`src/dsc_pkg.sv`:
```
// package of constants and types for the debug status and control register
package dsc_pkg;
	// ----------------------------------------------------------------
	// field positions
	// ----------------------------------------------------------------
	localparam int BIT_PERMIT    = 7;
	localparam int BIT_HALTED    = 6;
	localparam int BIT_BKPT_EN   = 5;
	localparam int BIT_FORCE_TAG = 4;
	localparam int BIT_CLK_SEL   = 3;
	localparam int BIT_WS        = 2;
	localparam int BIT_WSF       = 1;
	localparam int BIT_SLOW      = 0;
	// ----------------------------------------------------------------
	// reset values and widths
	// ----------------------------------------------------------------
	localparam logic [7:0] RESET_CTRL  = 8'h00;
	localparam int         ADDR_W      = 16;
	localparam logic [7:0] CTRL_WMASK  = 8'hb8; // permit, bkpt en, force/tag, clock select
	// ----------------------------------------------------------------
	// cpu run states
	// ----------------------------------------------------------------
	typedef enum logic [1:0] {
		DSC_RUN   = 2'b00,
		DSC_WAIT  = 2'b01,
		DSC_HALT  = 2'b10
	} dsc_state_e;
	typedef logic [7:0] dsc_byte_t;
endpackage

```
`src/dsc_bkpt_if.sv`:
```
// interface carrying breakpoint setup and matches between the modules
`timescale 1ns/1ps
interface dsc_bkpt_if;
	logic        enable;     // breakpoint enabled
	logic        force_sel;  // 1 force, 0 tag
	logic [15:0] match_addr; // breakpoint address
	logic [15:0] cpu_addr;   // cpu address bus
	logic        addr_valid; // address bus cycle qualifier
	logic        opcode_fetch; // cycle is an opcode fetch
	logic        force_hit;  // force breakpoint request
	logic        tag_hit;    // tag the fetched opcode
	modport ctrl (output enable, force_sel, match_addr, cpu_addr, addr_valid, opcode_fetch,
		input force_hit, tag_hit);
	modport cmp (input enable, force_sel, match_addr, cpu_addr, addr_valid, opcode_fetch,
		output force_hit, tag_hit);
endinterface

```
`src/dsc_bkpt_cmp.sv`:
```
// address comparator producing force and tag breakpoint pulses
`timescale 1ns/1ps
module dsc_bkpt_cmp (
	input  wire logic clk,    // mcu clock
	input  wire logic srst,   // synchronous reset
	input  wire logic ce,     // clock enable
	dsc_bkpt_if.cmp   bk      // breakpoint carrier
);
	import dsc_pkg::*;
	// ----------------------------------------------------------------
	// match decode
	// ----------------------------------------------------------------
	wire match     = bk.enable && bk.addr_valid && (bk.cpu_addr == bk.match_addr);
	wire next_force = match && bk.force_sel;
	wire next_tag   = match && !bk.force_sel && bk.opcode_fetch;
	logic force_q;
	logic tag_q;
	// register the hits
	always_ff @(posedge clk) begin
		if (srst) begin
			force_q <= 1'b0;
			tag_q   <= 1'b0;
		end else if (ce) begin
			force_q <= next_force;
			tag_q   <= next_tag;
		end
	end
	assign bk.force_hit = force_q;
	assign bk.tag_hit   = tag_q;
	AST_NO_HIT_DISABLED: assert property (@(posedge clk) disable iff (srst)
		ce && !bk.enable |=> !force_q && !tag_q) else $error("hit while disabled");
	AST_FORCE_MATCH: assert property (@(posedge clk) disable iff (srst)
		ce && bk.enable && bk.force_sel && bk.addr_valid && bk.cpu_addr == bk.match_addr |=> force_q)
		else $error("force match lost");
endmodule

```
`src/dsc_status_ctrl.sv`:
```
// debug status and control register with breakpoint and halt control
`timescale 1ns/1ps
// ----------------------------------------------------------------
// Summary of operation
// reachable only through serial status/control commands
// bit 7 permits active halt mode
// permit sticks until normal reset
// host sets permit at session start
// bit 6 reads one while halted
// breakpoint enable gates all matching
// force select halts at instruction boundary
// tag select halts when tagged opcode executes
// bit 3 selects communication clock
// bit 2 shows wait/stop or halt from it
// only halt command served during wait/stop; control and breakpoint writes and status reads still take effect there
// host confirms halted flag after forcing halt
// bit 1 flags access failed by wait/stop
// host recovers by halt, retry, resume
// bit 0 unused, reads zero
// permit locked while halted; status never written
// breakpoint without permit runs software interrupt
// ----------------------------------------------------------------
module dsc_status_ctrl (
	input  wire logic                  clk,            // mcu clock
	input  wire logic                  srst,           // normal reset
	input  wire logic                  ce,             // clock enable
	input  wire logic                  ctrl_wr,        // serial control-write command pulse
	input  wire logic [7:0]            ctrl_wdata,     // control-write data
	input  wire logic                  status_rd,      // serial status-read command pulse
	output logic [7:0]                 status_rdata,   // status-read data
	output logic                       status_valid,   // status data valid pulse
	input  wire logic                  bkpt_wr,        // breakpoint address write pulse
	input  wire logic [dsc_pkg::ADDR_W-1:0] bkpt_wdata, // breakpoint address data
	input  wire logic                  halt_cmd,       // serial halt command pulse
	input  wire logic                  go_cmd,         // serial resume command pulse
	input  wire logic                  mem_cmd,        // serial memory access command pulse
	output logic                       mem_cmd_ok,     // memory command accepted
	output logic                       cmd_accept,     // non-halt command serviced
	input  wire logic                  cpu_wait_stop,  // cpu executing wait or stop
	input  wire logic                  insn_boundary,  // cpu at instruction boundary
	input  wire logic                  tag_exec,       // tagged opcode reached end of queue
	input  wire logic                  bgnd_insn,      // cpu executes halt opcode
	input  wire logic [dsc_pkg::ADDR_W-1:0] cpu_addr,  // cpu address bus
	input  wire logic                  addr_valid,     // address bus valid
	input  wire logic                  opcode_fetch,   // opcode fetch cycle
	output logic                       tag_mark,       // tag the fetched opcode
	output logic                       halted,         // cpu in active halt mode
	output logic                       swi_req,        // software interrupt request
	output logic                       comm_clock_select // 1 bus clock, 0 alternate
);
	import dsc_pkg::*;
	// ----------------------------------------------------------------
	// state
	// ----------------------------------------------------------------
	logic        background_permit;
	logic        breakpoint_enable;
	logic        force_tag_select;
	logic        comm_clk;
	logic        wait_stop_status;
	logic        wait_stop_failure;
	logic [ADDR_W-1:0] breakpoint_match_address;
	logic        force_pend;
	logic [7:0]  rdata;
	logic        rvalid;
	logic        swi_q;
	dsc_state_e  state;
	dsc_state_e  next_state;
	dsc_bkpt_if  bk ();
	// ----------------------------------------------------------------
	// breakpoint comparator
	// ----------------------------------------------------------------
	assign bk.enable       = breakpoint_enable;
	assign bk.force_sel    = force_tag_select;
	assign bk.match_addr   = breakpoint_match_address;
	assign bk.cpu_addr     = cpu_addr;
	assign bk.addr_valid   = addr_valid;
	assign bk.opcode_fetch = opcode_fetch;
	dsc_bkpt_cmp u_cmp (
		.clk  (clk),
		.srst (srst),
		.ce   (ce),
		.bk   (bk.cmp)
	);
	// ----------------------------------------------------------------
	// decode of halt requests
	// ----------------------------------------------------------------
	// every halt source is refused once already halted, so a repeated
	// request cannot disturb the pending-force or flag logic
	wire in_halt     = (state == DSC_HALT);
	wire in_wait     = (state == DSC_WAIT);
	wire force_armed = breakpoint_enable && force_tag_select;
	wire force_now   = (force_pend || bk.force_hit) && force_armed && insn_boundary && !in_halt;
	wire tag_now     = tag_exec && breakpoint_enable && !force_tag_select && !in_halt;
	wire bkpt_event  = force_now || tag_now;
	wire bkpt_halt   = bkpt_event && background_permit;
	wire bkpt_swi    = bkpt_event && !background_permit;
	wire halt_req    = halt_cmd && background_permit && !in_halt;
	wire bgnd_halt   = bgnd_insn && background_permit && !in_halt;
	wire enter_halt  = halt_req || bkpt_halt || bgnd_halt;
	wire mem_fail    = mem_cmd && !in_halt && (in_wait || cpu_wait_stop);
	wire permit_wr   = ctrl_wr && !in_halt;
	wire next_permit = background_permit || (permit_wr && ctrl_wdata[BIT_PERMIT]);
	// next cpu state
	always_comb begin
		next_state = state;
		case (state)
			DSC_RUN: begin
				if (enter_halt)
					next_state = DSC_HALT;
				else if (cpu_wait_stop)
					next_state = DSC_WAIT;
			end
			DSC_WAIT: begin
				if (halt_req)
					next_state = DSC_HALT;
				else if (!cpu_wait_stop)
					next_state = DSC_RUN;
			end
			DSC_HALT: begin
				if (go_cmd)
					next_state = DSC_RUN;
			end
			default: next_state = DSC_RUN;
		endcase
	end
	// cpu state register
	always_ff @(posedge clk) begin
		if (srst)
			state <= DSC_RUN;
		else if (ce)
			state <= next_state;
	end
	// control bits; permit only ever sets, reset clears it
	always_ff @(posedge clk) begin
		if (srst) begin
			background_permit <= RESET_CTRL[BIT_PERMIT];
			breakpoint_enable <= RESET_CTRL[BIT_BKPT_EN];
			force_tag_select  <= RESET_CTRL[BIT_FORCE_TAG];
			comm_clk          <= RESET_CTRL[BIT_CLK_SEL];
		end else if (ce) begin
			background_permit <= next_permit;
			if (ctrl_wr) begin
				breakpoint_enable <= ctrl_wdata[BIT_BKPT_EN];
				force_tag_select  <= ctrl_wdata[BIT_FORCE_TAG];
				comm_clk          <= ctrl_wdata[BIT_CLK_SEL];
			end
		end
	end
	// breakpoint address and pending force request; the pending force is
	// dropped when the breakpoint is disabled or switched to tag mode, so a
	// stale match cannot fire after the host reconfigures
	always_ff @(posedge clk) begin
		if (srst) begin
			breakpoint_match_address <= '0;
			force_pend               <= 1'b0;
		end else if (ce) begin
			if (bkpt_wr)
				breakpoint_match_address <= bkpt_wdata;
			force_pend <= (force_pend || bk.force_hit) && force_armed && !force_now && !in_halt;
		end
	end
	// status flags; hardware set wins over clear
	// the wait/stop bit survives a halt taken from wait so the host can
	// tell that the cpu was asleep when it stopped it
	always_ff @(posedge clk) begin
		if (srst) begin
			wait_stop_status  <= 1'b0;
			wait_stop_failure <= 1'b0;
		end else if (ce) begin
			if (next_state == DSC_WAIT)
				wait_stop_status <= 1'b1;
			else if (next_state == DSC_RUN)
				wait_stop_status <= 1'b0;
			else if (state != DSC_WAIT && next_state == DSC_HALT && state != DSC_HALT)
				wait_stop_status <= 1'b0;
			if (mem_fail)
				wait_stop_failure <= 1'b1;
			else if (mem_cmd && in_halt)
				wait_stop_failure <= 1'b0;
		end
	end
	// ----------------------------------------------------------------
	// serial status read, the only view of the register
	// ----------------------------------------------------------------
	wire [7:0] status_word = {background_permit, in_halt, breakpoint_enable, force_tag_select,
		comm_clk, wait_stop_status, wait_stop_failure, 1'b0};
	always_ff @(posedge clk) begin
		if (srst) begin
			rdata  <= 8'h00;
			rvalid <= 1'b0;
			swi_q  <= 1'b0;
		end else if (ce) begin
			rvalid <= status_rd;
			swi_q  <= bkpt_swi;
			if (status_rd)
				rdata <= status_word;
		end
	end
	assign status_rdata      = rdata;
	assign status_valid      = rvalid;
	assign swi_req           = swi_q;
	assign halted            = in_halt;
	assign comm_clock_select = comm_clk;
	assign tag_mark          = bk.tag_hit;
	assign mem_cmd_ok        = mem_cmd && !mem_fail;
	assign cmd_accept        = (ctrl_wr || status_rd || bkpt_wr || mem_cmd) && !in_wait;
	// ----------------------------------------------------------------
	// assertions
	// ----------------------------------------------------------------
	AST_PERMIT_STICKY: assert property (@(posedge clk) disable iff (srst)
		background_permit |=> background_permit) else $error("permit cleared without reset");
	AST_PERMIT_LOCK: assert property (@(posedge clk) disable iff (srst)
		ce && in_halt && ctrl_wr && !go_cmd |=> in_halt && background_permit) else $error("write disturbed halt");
	AST_HALT_FLAG: assert property (@(posedge clk) disable iff (srst)
		status_valid |-> status_rdata[BIT_HALTED] == $past(in_halt)) else $error("halted bit wrong");
	AST_NO_HALT_NO_PERMIT: assert property (@(posedge clk) disable iff (srst)
		ce && !in_halt && !background_permit |=> !in_halt) else $error("halt without permit");
	AST_SWI_ON_BKPT: assert property (@(posedge clk) disable iff (srst)
		ce && bkpt_event && !background_permit |=> swi_req) else $error("no software interrupt");
	AST_CLK_SEL: assert property (@(posedge clk) disable iff (srst)
		ce && ctrl_wr |=> comm_clock_select == $past(ctrl_wdata[BIT_CLK_SEL])) else $error("clock select");
	AST_WSF_SET: assert property (@(posedge clk) disable iff (srst)
		ce && mem_fail |=> wait_stop_failure) else $error("wait failure not flagged");
	AST_WAIT_HALT: assert property (@(posedge clk) disable iff (srst)
		ce && in_wait && halt_cmd && background_permit |=> in_halt ##0 wait_stop_status)
		else $error("halt from wait lost");
	AST_DVF_ZERO: assert property (@(posedge clk) disable iff (srst)
		status_valid |-> !status_rdata[BIT_SLOW]) else $error("slow failure bit set");
	// ----------------------------------------------------------------
	// breakpoint, wait/stop and clock-enable checks
	// ----------------------------------------------------------------
	// these watch the decode terms directly, so a broken gate shows up
	// in the cycle it misbehaves rather than at the next status read
	// a disabled breakpoint raises nothing, pending or not
	AST_BKPT_OFF: assert property (@(posedge clk) disable iff (srst)
		ce && !breakpoint_enable |-> !bkpt_event)
		else $error("breakpoint while disabled");
	// a written match address is the one compared from the next cycle
	AST_BKPT_ADDR: assert property (@(posedge clk) disable iff (srst)
		ce && bkpt_wr |=> breakpoint_match_address == $past(bkpt_wdata))
		else $error("match address not stored");
	// a force request halts at the boundary when halting is permitted
	AST_FORCE_HALT: assert property (@(posedge clk) disable iff (srst)
		ce && force_now && background_permit && !in_wait |=> in_halt)
		else $error("force breakpoint did not halt");
	// away from an instruction boundary only commands, the halt opcode or a tag breakpoint can halt
	AST_FORCE_WAITS: assert property (@(posedge clk) disable iff (srst)
		ce && !in_halt && !insn_boundary && !halt_req && !bgnd_halt && !tag_now |=> !in_halt)
		else $error("halt off an instruction boundary");
	// a matching opcode fetch in tag mode marks the opcode
	AST_TAG_MARK: assert property (@(posedge clk) disable iff (srst)
		ce && breakpoint_enable && !force_tag_select && addr_valid && opcode_fetch
		&& cpu_addr == breakpoint_match_address |=> tag_mark)
		else $error("opcode not tagged");
	// a tagged opcode that reaches the queue end halts instead of running
	AST_TAG_HALT: assert property (@(posedge clk) disable iff (srst)
		ce && tag_exec && breakpoint_enable && !force_tag_select
		&& background_permit && !in_halt && !in_wait |=> in_halt)
		else $error("tagged opcode executed");
	// a breakpoint without permit never halts
	AST_SWI_NO_HALT: assert property (@(posedge clk) disable iff (srst)
		ce && bkpt_swi |=> !in_halt)
		else $error("halt without permit on breakpoint");
	// entering wait or stop from run raises the wait/stop bit
	AST_WAIT_ENTRY: assert property (@(posedge clk) disable iff (srst)
		ce && state == DSC_RUN && !enter_halt && cpu_wait_stop |=> in_wait && wait_stop_status)
		else $error("wait entry not flagged");
	// the wait/stop bit is set for the whole stay in wait or stop
	AST_WS_IN_WAIT: assert property (@(posedge clk) disable iff (srst)
		in_wait |-> wait_stop_status)
		else $error("wait/stop bit low in wait");
	// the wait/stop bit is clear while the user program runs
	AST_WS_RUN_CLEAR: assert property (@(posedge clk) disable iff (srst)
		state == DSC_RUN |-> !wait_stop_status)
		else $error("wait/stop bit high in run");
	// halting straight from run does not raise the wait/stop bit
	AST_WS_HALT_RUN: assert property (@(posedge clk) disable iff (srst)
		ce && state == DSC_RUN && enter_halt |=> !wait_stop_status)
		else $error("wait/stop bit set by plain halt");
	// memory commands are refused in wait or stop
	AST_MEM_WAIT_REFUSED: assert property (@(posedge clk) disable iff (srst)
		mem_cmd && in_wait |-> !mem_cmd_ok && !cmd_accept)
		else $error("command served in wait");
	// a memory command is served in active halt mode
	AST_MEM_HALT_SERVED: assert property (@(posedge clk) disable iff (srst)
		mem_cmd && in_halt |-> mem_cmd_ok && cmd_accept)
		else $error("command refused in halt");
	// register commands are served while the user program runs
	AST_CMD_SERVED_RUN: assert property (@(posedge clk) disable iff (srst)
		(ctrl_wr || status_rd) && state == DSC_RUN |-> cmd_accept)
		else $error("command refused in run");
	// a memory command served in halt clears the failure flag
	AST_WSF_CLEAR: assert property (@(posedge clk) disable iff (srst)
		ce && mem_cmd && in_halt |=> !wait_stop_failure)
		else $error("wait failure not cleared");
	// control writes leave the failure flag alone
	AST_WSF_NO_WRITE: assert property (@(posedge clk) disable iff (srst)
		ce && ctrl_wr && !mem_cmd |=> $stable(wait_stop_failure))
		else $error("control write changed failure flag");
	// resume leaves active halt mode
	AST_HALT_RESUME: assert property (@(posedge clk) disable iff (srst)
		ce && in_halt && go_cmd |=> !halted)
		else $error("resume ignored");
	// the permit bit reads back as held
	AST_PERMIT_BIT: assert property (@(posedge clk) disable iff (srst)
		status_valid |-> status_rdata[BIT_PERMIT] == $past(background_permit))
		else $error("permit bit wrong");
	// read data stands until the next status read
	AST_RDATA_HOLD: assert property (@(posedge clk) disable iff (srst)
		!status_rd |=> $stable(status_rdata))
		else $error("read data moved");
	// clock enable low freezes every register
	AST_CE_FREEZE: assert property (@(posedge clk) disable iff (srst)
		!ce |=> $stable(status_word) && $stable(breakpoint_match_address) && $stable(state))
		else $error("state moved with clock enable low");
	COV_HALT_CMD: cover property (@(posedge clk) disable iff (srst) halt_req ##1 in_halt);
	COV_FORCE_BKPT: cover property (@(posedge clk) disable iff (srst) force_now && background_permit);
	COV_TAG_BKPT: cover property (@(posedge clk) disable iff (srst) tag_now && background_permit);
	COV_WAIT_FAIL: cover property (@(posedge clk) disable iff (srst) mem_fail);
	// halt opcode taken by the cpu
	COV_BGND_HALT: cover property (@(posedge clk) disable iff (srst) bgnd_halt ##1 in_halt);
endmodule

```
`config.mk`:
```
export PLATFORM = sky130hd
export DESIGN_NAME = dsc_status_ctrl
export DESIGN_NICKNAME = d
export VERILOG_FILES = /design/src/dsc_pkg.sv /design/src/dsc_bkpt_if.sv /design/src/dsc_bkpt_cmp.sv /design/src/dsc_status_ctrl.sv
export SDC_FILE = /design/constraint.sdc
export NUM_CORES = 1
export LEC_CHECK = 0
export ABC_AREA = 1
export CAP_MARGIN = 40
export CORE_ASPECT_RATIO = 0.9
export CORE_MARGIN = 10
export CORE_UTILIZATION = 37
export CTS_BUF_LIST = sky130_fd_sc_hd__clkbuf_2 sky130_fd_sc_hd__clkbuf_4 sky130_fd_sc_hd__clkbuf_8
export DETAILED_ROUTE_END_ITERATION = 16
export DONT_BUFFER_PORTS = 1
export GPL_TIMING_DRIVEN = 0
export SLEW_MARGIN = 20
export SYNTH_ARGS = -nofsm -noshare
export SYNTH_HDL_FRONTEND = slang
export SYNTH_HIERARCHICAL = 1
export SYNTH_SLANG_ARGS = --single-unit
```
`constraint.sdc`:
```
create_clock -name clk -period 1.1 [get_ports clk]
set_input_delay 0.22 -clock clk [delete_from_list [all_inputs] [get_ports clk]]
set_output_delay 0.22 -clock clk [all_outputs]
set_load 0.005 [all_outputs]
```
==> summary.md, run 1 <==
| Metric | Value |
|---|---|
| Clock Skews | 0.00613 ns |
| Layout cells sized above 1 | 0.174 |
| Max VDD drop | 0.750 mV |
| Grt ovf | 0 |
| Post-synth EDFFs | 0 |
| Reg2reg start | state[0]$_SDFFE_PP0P_ |
| Post-DP HPWL | 3690 microns |
| Starting Density | 0.389 |
| Clk Tree Root Cell | clkbuf_8 |
| Avg Vias per Cell | 4.63 |
| Post-Synth Simple-Gate Area | 0.346 |
| Compound-Gate Fraction of Synth Area | 0.133 |
| Crit path kind | flop to primary output |
| Drt wl/cell | 13.7 microns |
| Failing checks | negative setup slack |
| FF-to-FF End | wait_stop_status$_SDFFE_PP0P_ |
| Fin crit share | 1.13 |
| Synth Flop Type | dfxtp_1 |
| Die width | 92.9 microns |
| First-pass GRT wire length | 7780 microns |
| Num CTS Buffers | 5 |
| H-tree level count | 2 |
| Reg2reg setup slack | -0.13 ns |
| Antenna viol nets, final | 0 |
| IO Count | 70 |
| Largest family of logic cells by synthesized area | simple AND/OR/NAND/NOR gates |
| Minimum clock period | 1.25 ns |
| Synth Net Count | 329 |
| Die span in y | 85.6 microns |
| Status | complete, but fails checks |
| Final instance area | 2090 sq um |
| Port bufs | 0 |
| CTS tree | yes |
| Final Setup Violations | 7 |
| GRT met1 Usage | 0.137 |
| Via Count | 1615 |
| Initial antenna violation count | 0 |
| Startpoint types | flop |
| Crit path depth | 4 |
| Arrival @ worst endpoint | 1.03 ns |
| Largest net degree at the start of global routing | 12 |
| Number of synthesis warnings | 6 |
| XOR/XNOR Fraction of Synth Area | 0.00989 |
| Setup crit end | cmd_accept |
| FFs w/ async S/R, synth | 0 |
| Unrepaired setup endpoints after global routing | true |
| Syn Inst Count | 274 |
| Placer Congestion | 0.757 |
| Power per cell area | 1440 nW/um^2 |
| Hold WS | 0.0645 ns |
| Syn avg cell area | 6.46 sq um |
| Crit-path cells | inv_6 -> nor2_4 -> buf_4 -> a21oi_4 |
| Sink Count | 36 |
| Most used routing layer in global routing | met2 |
| Hold Violations, Final | 0 |
| CTS max path bufs | 2 |
| HP Start | bkpt_wdata[0] |
| Initial DRC count | 62 |
| Overall power | 3010 uW |
| Pleak | 0.000879 uW |
| DRT Pass-1 Iters | 4 |
| Antenna fix cells | 0 |
| # rows | 23 |
| Crit. Startpoint | state[0]$_SDFFE_PP0P_ |
| Nets | 341 |
| Final Max Slew Viols | 0 |
| Crit path buf inv count | 2 |
| Fmax | 802 MHz |
| Synth cell types | 27 |
| Adder-cell area share of the yosys netlist | 0 |
| Drt drc | 0 |
| Synth cell count leaders | 103 x nand2_1, 36 x dfxtp_1, 34 x inv_1, 33 x a21oi_1, 23 x nor2_1 |
| Final WL | 4790 microns |
| Core box area | 4550 sq um |
| Die ar. | 7960 sq um |
| Met2 GRT Util | 0.197 |
| GR Util met3 | 0.0523 |
| Reg2reg path depth | 10 |
| Slowest stage delay, CP | 0.36 ns |
| Crit path max-delay cell type | dfxtp_4 |
| Worst setup EP type | primary output |
| Max FFs per register | 16 |
| Most common cell in the synthesized netlist | nand2_1 |
| Post-route setup slack | -0.148 ns |
| Clk pin slew, worst setup/hold paths | 0.07 ns |
| CP max FO | 3 |
| Mux share of post-synthesis cell area | 0 |
| Yosys reg bits | 36 |
| Mapped Area | 1770 sq um |
| CP top delay family | flip-flops |
| Critical path data required time | 0.88 ns |
| Yosys top cell by area | dfxtp_1 |
| Max Cap Violations | 0 |
| Placed inst area | 1850 sq um |
| Worst hold-check path type | input pin to flop |
| GRT Resource Usage Total | 0.122 |
| Sequential share of the synthesized area | 0.407 |
| Area delta synth->final | 18.2% |
| Skew-Pair Late Insertion Delay | 0.28 ns |
| Share of the synthesized area in the top cell type | 0.407 |
| Hold path depth | 2 |
| Vias in the first global route | 1660 |
| Largest cells by area after synthesis | dfxtp_1 41%, nand2_1 22%, a21oi_1 9.3% |
-- stage by stage --
step / std cells / worst slack (ns) / TNS (ns) / util
global placement: 336 / -0.137 / -2.10 / 0.406
finish: 349 / -0.148 / -0.736 / 0.460
detailed placement: 336 / -0.163 / -2.24 / 0.406
global route: 349 / -0.227 / -1.28 / 0.460
CTS: 349 / -0.210 / -0.691 / 0.453
floorplan: 274 / 0.000417 / 0 / -
-- cells by family (layout without fill, tap and decap cells) --
kind of cell           after synthesis  count (layout)
AO/OA/AOI/OAI                       43              43
flip-flops                          36              36
buffers and inverters               45              58
other                                1               1
XOR/XNOR                             2               2
AND/OR/NAND/NOR                    147             147
-- layout make-up --
cell class,instances,area (sq um)
fill,503,2450
multi-input combinational,193,917
sequential,36,738
inverter,37,146
clock buffer,7,96.3
tap,62,77.6
timing repair buffer,5,43.8
buffer,8,42.5
clock inverter,1,30.0
-- worst min-delay path by stage --
| stage | to | slack [ns] |
|---|---|---|
| 2_1_floorplan | u_cmp/bk.force_hit$_SDFFE_PP0P_ | 0.29 |
| 3_3_place_gp | u_cmp/bk.tag_hit$_SDFFE_PP0P_ | 0.29 |
| 3_5_place_dp | u_cmp/bk.tag_hit$_SDFFE_PP0P_ | 0.29 |
| 4_1_cts | bk.match_addr[1]$_SDFFE_PP0P_ | 0.06 |
| 5_1_grt | bk.enable$_SDFFE_PP0P_ | 0.06 |
| 6_report | bk.match_addr[0]$_SDFFE_PP0P_ | 0.06 |
-- placed cells by master, fill, tap and decap left out, types with 5 or more instances in the layout --
cell type | synthesis | final
nor2_1 | 23 | 18
nand3_1 | 6 | 6
dfxtp_1 | 36 | 28
nand2_1 | 103 | 103
clkbuf_8 | 0 | 7
dfxtp_2 | 0 | 5
inv_1 | 34 | 31
nor2_2 | 4 | 8
clkbuf_1 | 5 | 5
a21oi_1 | 33 | 30
-- metal layers --
metal	part of all wire	vias up
met3	0.090	10
met1	0.42	690
met2	0.46	46
met5	0	-
met4	0.023	0
li1	-	869
-- power breakdown --
part           leakage [uW]  internal, uW  switching, uW
Combinational      0.000516           138            202
Sequential         0.000298          1360           52.0
Clock             0.0000645           800            461
Total              0.000879          2290            715
-- repair_timing --
action	CTS	global route
gates cloned	0	0
pin swaps	2	7
hold buffers	1	0
endpoints found under the setup margin	10	9
buffers inserted	4	0
hold endpoints to repair	2	0
gates resized for setup	17	13
Power figures use the tool's default switching activity.
==> inputs of run 2 (changes only) <==
--- a/config.mk
+++ b/config.mk
@@ -7,3 +7,2 @@
 export LEC_CHECK = 0
-export ABC_AREA = 1
 export CAP_MARGIN = 40
==> constraint.sdc (replaced) <==
create_clock -name clk -period 1 [get_ports clk]
set_input_delay 0.2 -clock clk [delete_from_list [all_inputs] [get_ports clk]]
set_output_delay 0.2 -clock clk [all_outputs]
set_load 0.05 [all_outputs]
==> run 2 against run 1 <==
Effect of this change:
- the flow still finishes with violations (negative setup slack)
- sequential cell count did not move
- die area rose by 0.22%
- via count fell by 4.0%
- combinational power rose by 44%
- critical path type is now flop to flop
- worst setup slack got worse by 0.33 ns
- sequential share of layout area fell by 1.2 points
- clock skew fell by 0.00095 ns
- routed wire length rose by 5.7%
- power rose by 5.3%
- clock power fell by 12%
- global-route usage rose by 0.37 points
- non-clock buffer count rose by 11
==> summary.md, run 2 <==
| Metric | Value |
|---|---|
| Status | complete, but fails checks (unchanged) |
| Failing checks | negative setup slack (unchanged) |
| Hold path depth | 2 (unchanged) |
| Die ar. | 7970 sq um (was 7960 sq um) |
| Power per cell area | 1410 nW/um^2 (was 1440 nW/um^2) |
| Fmax | 675 MHz |
| Final instance area | 2250 sq um (was 2090 sq um) |
| Crit-path cells | nand2b_4 -> o2111ai_4 -> o311a_4 -> o32ai_2 (was inv_6 -> nor2_4 -> buf_4 -> a21oi_4) |
| Max FFs per register | 16 (unchanged) |
| Yosys top cell by area | dfxtp_1 (unchanged) |
| Die width | 93.0 microns (was 92.9 microns) |
| Mapped Area | 1780 sq um (was 1770 sq um) |
| Clock Skews | 0.00518 ns (was 0.00613 ns) |
| H-tree level count | 2 (unchanged) |
| Yosys reg bits | 36 (unchanged) |
| Antenna viol nets, final | 0 (unchanged) |
| Initial DRC count | 61 (was 62) |
| Crit path buf inv count | 0 (was 2) |
| Crit path kind | flop to flop (was flop to primary output) |
| Max-slew headroom | 0.603 |
| Sink Count | 36 (unchanged) |
| FF-to-FF End | wait_stop_status$_SDFFE_PP0P_ (unchanged) |
| Core box area | 4550 sq um (unchanged) |
| Final WL | 5060 microns (was 4790 microns) |
| Initial antenna violation count | 0 (unchanged) |
| Grt ovf | 0 (unchanged) |
| Crit path max-delay cell type | dfxtp_4 (unchanged) |
| Num CTS Buffers | 5 (unchanged) |
| Fin crit share | 1.48 |
| Overall power | 3170 uW (was 3010 uW) |
| XOR/XNOR Fraction of Synth Area | 0.0543 (was 0.00989) |
| Area delta synth->final | 26.6% (was 18.2%) |
| Starting Density | 0.390 (was 0.389) |
| Nets | 289 (was 341) |
| Port bufs | 0 (unchanged) |
| Post-Synth Simple-Gate Area | 0.285 (was 0.346) |
| Pleak | 0.000812 uW (was 0.000879 uW) |
| Worst hold-check path type | input pin to flop (unchanged) |
| Minimum clock period | 1.48 ns |
| Clk Tree Root Cell | clkbuf_8 (unchanged) |
| Clk pin slew, worst setup/hold paths | 0.07 ns (about the same) |
| Synth cell count leaders | 51 x nand2_1, 36 x dfxtp_1, 31 x a21oi_1, 11 x xor2_1 (was 103 x nand2_1, 36 x dfxtp_1, 34 x inv_1, 33 x a21oi_1, 23 x nor2_1) |
| Vias in the first global route | 1521 (was 1660) |
| Reg2reg setup slack | -0.48 ns (was -0.13 ns) |
| WHS Endpoint | bk.match_addr[12]$_SDFFE_PP0P_ (was bk.match_addr[0]$_SDFFE_PP0P_) |
| Final Max Slew Viols | 0 (unchanged) |
| Placer Congestion | 0.808 (was 0.757) |
| Via Count | 1550 (was 1615) |
| Most common cell after layout, fill and taps aside | nand2_1 (unchanged) |
| CTS tree | yes (unchanged) |
| Share of the synthesized area in the top cell type | 0.406 (was 0.407) |
| Adder-cell area share of the yosys netlist | 0 (unchanged) |
| CP top delay family | compound AO/OA/AOI/OAI gates (was flip-flops) |
| Avg Vias per Cell | 5.22 (was 4.63) |
| FFs w/ async S/R, synth | 0 (unchanged) |
| Syn Inst Count | 217 (was 274) |
| Mux share of post-synthesis cell area | 0 (unchanged) |
| Final Setup Violations | 12 (was 7) |
| GRT Resource Usage Total | 0.125 (was 0.122) |
| Reg2reg start | state[0]$_SDFFE_PP0P_ (unchanged) |
| CP max FO | 10 (was 3) |
| Least-Margin Pin Slew | 0.591 ns |
| DRT Pass-1 Iters | 4 (unchanged) |
| Synth Net Count | 272 (was 329) |
| Synth cell types | 45 (was 27) |
| Arrival @ worst endpoint | 1.68 ns (was 1.03 ns) |
| Syn avg cell area | 8.18 sq um (was 6.46 sq um) |
| Unrepaired setup endpoints after global routing | true (unchanged) |
| Placed inst area | 1890 sq um (was 1850 sq um) |
| Post-synth EDFFs | 0 (unchanged) |
| # rows | 23 (unchanged) |
| Hold Violations, Final | 0 (unchanged) |
| Startpoint types | flop (unchanged) |
| Hold WS | 0.0405 ns (was 0.0645 ns) |
| Antenna fix cells | 0 (unchanged) |
| Die span in y | 85.7 microns (was 85.6 microns) |
| Post-route setup slack | -0.482 ns (was -0.148 ns) |
| Drt drc | 0 (unchanged) |
| Skew-Pair Late Insertion Delay | 0.28 ns (about the same) |
| Number of synthesis warnings | 6 (unchanged) |
| Largest cells by area after synthesis | dfxtp_1 41%, nand2_1 11%, a21oi_1 8.7% (was dfxtp_1 41%, nand2_1 22%, a21oi_1 9.3%) |
| Compound-Gate Fraction of Synth Area | 0.197 (was 0.133) |
| Slowest stage delay, CP | 0.42 ns (was 0.36 ns) |
| CTS max path bufs | 2 (unchanged) |
| Worst setup EP type | flop (was primary output) |
| HP Start | bkpt_wdata[12] (was bkpt_wdata[0]) |
| Largest family of logic cells by synthesized area | simple AND/OR/NAND/NOR gates (unchanged) |
| Synth Flop Type | dfxtp_1 (unchanged) |
| Reg2reg path depth | 4 (was 10) |
| Most common cell in the synthesized netlist | nand2_1 (unchanged) |
| IO Count | 70 (unchanged) |
| Sequential share of the synthesized area | 0.406 (was 0.407) |
| Max Cap Violations | 0 (unchanged) |
| First-pass GRT wire length | 7970 microns (was 7780 microns) |
| Max VDD drop | 0.658 mV (was 0.750 mV) |
| Post-DP HPWL | 3810 microns (was 3690 microns) |
| Layout cells sized above 1 | 0.298 (was 0.174) |
| Largest net degree at the start of global routing | 11 (was 12) |
| Drt wl/cell | 17.0 microns (was 13.7 microns) |
| Commonest non-fill, non-tap cells in the layout | 51 x nand2_1, 29 x a21oi_1, 20 x dfxtp_1 (was 103 x nand2_1, 31 x inv_1, 30 x a21oi_1) |
| Critical path data required time | 1.20 ns (was 0.88 ns) |
## run 2: cell types whose count changed after synthesis, sizes merged, moves of 6 or more
cell	change
nand2b	+6
nor2b	+6
inv	-34
nand2	-55
xor2	+11
nor2	-18
## run 2: routing by layer
layer / part of all wire / global-route usage / wire length (microns)
met5: 0 / 0 / 0
met4: 0.011 / 0.0378 / 57
met3: 0.078 / 0.0531 / 397
met2: 0.46 / 0.199 / 2320
met1: 0.45 / 0.151 / 2290
## run 2: worst reg2reg max path, stage by stage, from the launching register on
cell and delay (ns):
dfxtp_4 0.42, nand2b_4 0.20, o2111ai_4 0.13, o311a_4 0.40
o32ai_2 0.25
## run 2: power by group
group / internal (uW) / total [uW] / switching, uW / leakage [uW]
clock network: 616 / 1110 / 496 / 0.0000523
logic: 221 / 489 / 267 / 0.000456
registers: 1470 / 1570 / 93.0 / 0.000304
## run 2: area by class of cell
cell class	count	area (sq um)
buffer	11	71.3
clock buffer	8	97.6
fill	466	2300
inverter	3	17.5
multi-input combinational	164	1090
sequential	36	766
tap	62	77.6
timing repair buffer	13	129
## run 2: through the flow
step	instances	TNS [ns]	setup slack, ns	util
floorplan	217	-1.17	-0.304	-
global placement	279	-5.21	-0.430	0.416
detailed placement	279	-5.32	-0.416	0.416
CTS	292	-3.52	-0.507	0.462
global route	297	-4.20	-0.568	0.494
finish	297	-3.38	-0.482	0.494
## run 2: cell families (layout without fill, tap and decap cells)
logic type             count (synthesis)  count (layout)
AND/OR/NAND/NOR                      100             100
XOR/XNOR                              11              11
buffers and inverters                 17              35
other                                  1               1
flip-flops                            36              36
AO/OA/AOI/OAI                         52              52
## run 2: worst max path at each step
stage	from	to	cells after the start	slack (ns)
3_3_place_gp	bk.force_sel$_SDFFE_PP0P_	wait_stop_status$_SDFFE_PP0P_	4	-0.43
4_1_cts	state[1]$_SDFFE_PP0P_	mem_cmd_ok	4	-0.51
3_5_place_dp	state[0]$_SDFFE_PP0P_	wait_stop_status$_SDFFE_PP0P_	5	-0.42
2_1_floorplan	bk.force_sel$_SDFFE_PP0P_	wait_stop_status$_SDFFE_PP0P_	4	-0.30
6_report	state[0]$_SDFFE_PP0P_	wait_stop_status$_SDFFE_PP0P_	4	-0.48
5_1_grt	bk.force_sel$_SDFFE_PP0P_	wait_stop_status$_SDFFE_PP0P_	4	-0.57
## run 2: what timing repair did
item / 4_1_cts / 5_1_grt
pin swaps: 10 / 11
setup buffers: 6 / 7
gates resized for setup: 25 / 24
setup endpoints to repair: 23 / 29
hold buffers: 0 / 0
==> inputs of run 3 (changes only) <==
--- a/config.mk
+++ b/config.mk
@@ -11,3 +11,3 @@
 export CORE_UTILIZATION = 37
-export CTS_BUF_LIST = sky130_fd_sc_hd__clkbuf_2 sky130_fd_sc_hd__clkbuf_4 sky130_fd_sc_hd__clkbuf_8
+export CTS_BUF_LIST = sky130_fd_sc_hd__clkbuf_4 sky130_fd_sc_hd__clkbuf_8
 export DETAILED_ROUTE_END_ITERATION = 16
--- a/constraint.sdc
+++ b/constraint.sdc
@@ -3,2 +3,2 @@
 set_output_delay 0.2 -clock clk [all_outputs]
-set_load 0.05 [all_outputs]
+set_load 0.01 [all_outputs]
==> run 3 against run 2 <==
Effect of this change:
- the flow still finishes with violations (negative setup slack)
- clock power is essentially flat
- clock skew grew 0.0022 ns
- global-route usage grew 0.42 points
- first-iteration DRC count grew 9.8%
- critical endpoint unchanged
==> summary.md, run 3 (synthesized netlist as in run 2, its figures left out) <==
| Metric | Value |
|---|---|
| Avg Vias per Cell | 5.13 (was 5.22) |
| GR Util met3 | 0.0601 (was 0.0531) |
| Area delta synth->final | 17.8% (was 26.6%) |
| Clk Tree Root Cell | clkbuf_8 (unchanged) |
| Worst hold-check path type | input pin to flop (unchanged) |
| Max FFs per register | 16 (unchanged) |
| Critical path data required time | 1.20 ns (about the same) |
| Most common cell after layout, fill and taps aside | nand2_1 (unchanged) |
| Max Cap Violations | 0 (unchanged) |
| Commonest non-fill, non-tap cells in the layout | 51 x nand2_1, 29 x a21oi_1, 28 x dfxtp_1 (was 51 x nand2_1, 29 x a21oi_1, 20 x dfxtp_1) |
| Layout cells sized above 1 | 0.217 (was 0.298) |
| Hold Violations, Final | 0 (unchanged) |
| Placer Congestion | 0.739 (was 0.808) |
| Crit path max-delay cell type | o311a_1 (was dfxtp_4) |
| # rows | 23 (unchanged) |
| Crit path buf inv count | 0 (unchanged) |
| Multi-input logic area | 1010 sq um (was 1090 sq um) |
| CTS tree | yes (unchanged) |
| Failing checks | negative setup slack (unchanged) |
| Hold buffer count at cts | 0 (unchanged) |
| Drt wl/cell | 17.6 microns (was 17.0 microns) |
| Die width | 93.0 microns (unchanged) |
| Startpoint types | flop (unchanged) |
| Worst setup EP type | flop (unchanged) |
| Antenna viol nets, final | 0 (unchanged) |
| Initial DRC count | 67 (was 61) |
| Status | complete, but fails checks (unchanged) |
| Crit-path cells | o211a_1 -> o2111ai_4 -> o311a_1 -> o32ai_2 (was nand2b_4 -> o2111ai_4 -> o311a_4 -> o32ai_2) |
| CP max FO | 3 (was 10) |
| Starting Density | 0.390 (unchanged) |
| Port bufs | 0 (unchanged) |
| Minimum clock period | 1.39 ns (was 1.48 ns) |
| Least-Margin Pin Slew | 0.584 ns (was 0.591 ns) |
| Pleak | 0.000764 uW (was 0.000812 uW) |
| DRT Pass-1 Iters | 4 (unchanged) |
| Initial antenna violation count | 0 (unchanged) |
| Die span in y | 85.7 microns (unchanged) |
| Drt drc | 0 (unchanged) |
| Overall power | 3060 uW (was 3170 uW) |
| Setup_tns | -2.65 ns (was -3.38 ns) |
| Largest net degree at the start of global routing | 11 (unchanged) |
| Max VDD drop | 0.892 mV (was 0.658 mV) |
| Core box area | 4550 sq um (unchanged) |
| Final Max Slew Viols | 0 (unchanged) |
| Max-slew headroom | 0.611 (was 0.603) |
| Die ar. | 7970 sq um (unchanged) |
| Final WL | 5140 microns (was 5060 microns) |
| Vias in the first global route | 1507 (was 1521) |
| Num CTS Buffers | 5 (unchanged) |
| Slowest stage delay, CP | 0.37 ns (was 0.42 ns) |
| First-pass GRT wire length | 8090 microns (was 7970 microns) |
| Sink Count | 36 (unchanged) |
| Post-DP HPWL | 3960 microns (was 3810 microns) |
| IO Count | 70 (unchanged) |
| Post-route setup slack | -0.386 ns (was -0.482 ns) |
| Via Count | 1499 (was 1550) |
| Unrepaired setup endpoints after global routing | true (unchanged) |
| # fillers | 497 (was 466) |
| Skew-Pair Late Insertion Delay | 0.28 ns (about the same) |
| Antenna fix cells | 0 (unchanged) |
| CTS max path bufs | 2 (unchanged) |
| CP top delay family | compound AO/OA/AOI/OAI gates (unchanged) |
| Most used routing layer in global routing | met2 (unchanged) |
| Grt ovf | 0 (unchanged) |
| Arrival @ worst endpoint | 1.59 ns (was 1.68 ns) |
| Reg area | 736 sq um (was 766 sq um) |
| Power per cell area | 1460 nW/um^2 (was 1410 nW/um^2) |
| Final Setup Violations | 12 (unchanged) |
| GRT met1 Usage | 0.154 (was 0.151) |
| Met2 GRT Util | 0.202 (was 0.199) |
| Crit path kind | flop to flop (unchanged) |
| Clock Skews | 0.00737 ns (was 0.00518 ns) |
| Core Util, Final | 0.460 (was 0.494) |
| Fin crit share | 1.39 (was 1.48) |
| H-tree level count | 2 (unchanged) |
| GRT Resource Usage Total | 0.130 (was 0.125) |
| Fmax | 721 MHz (was 675 MHz) |
| Nets | 285 (was 289) |
| Clk pin slew, worst setup/hold paths | 0.07 ns (about the same) |
[run 3: area by class of cell]
type,count,area share
timing repair buffer,9,0.0413
clock buffer,7,0.0461
tap,62,0.0371
buffer,11,0.0335
multi-input combinational,164,0.483
sequential,36,0.352
inverter,3,0.00778
[run 3: worst register-to-register path, cell delays in order (launching register included)]
cell and delay, ns:
dfxtp_4 0.36, o211a_1 0.21, o2111ai_4 0.16, o311a_1 0.37, o32ai_2 0.21
[run 3: what timing repair did]
action                     4_1_cts  5_1_grt
setup endpoints to repair       12       32
pin swaps                        9       14
buffers inserted                 6        3
gates resized for setup         10       20
[run 3: worst paths after layout]
path         slack [ns]  cells past startpoint                        endpoint                      startpoint
max               -0.39                      4   wait_stop_status$_SDFFE_PP0P_       bk.force_sel$_SDFFE_PP0P_
min                0.04                      2   bk.match_addr[2]$_SDFFE_PP0P_                   bkpt_wdata[2]
max reg2reg       -0.39                      4   wait_stop_status$_SDFFE_PP0P_       bk.force_sel$_SDFFE_PP0P_
min reg2reg        0.46                      2  bk.match_addr[15]$_SDFFE_PP0P_  bk.match_addr[15]$_SDFFE_PP0P_
[run 3: through the flow]
step	setup slack (ns)	instance area, sq um	instances	hold slack [ns]
2_1_floorplan	-0.304	1800	217	0.336
3_3_place_gp	-0.436	1880	279	0.338
3_5_place_dp	-0.462	1880	279	0.343
4_1_cts	-0.376	2040	292	0.0313
5_1_grt	-0.447	2090	292	0.0375
6_report	-0.386	2090	292	0.0405
[run 3: power breakdown]
part	leakage [uW]	switching, uW	internal (uW)
clock	0.0000503	500	614
sequential	0.000297	58.7	1490
combinational	0.000416	215	186
total	0.000764	774	2290
[run 3: metal layers]
layer	wire length [microns]	part of all wire
met5	0	0
met4	61	0.012
met3	447	0.087
met2	2470	0.48
met1	2160	0.42
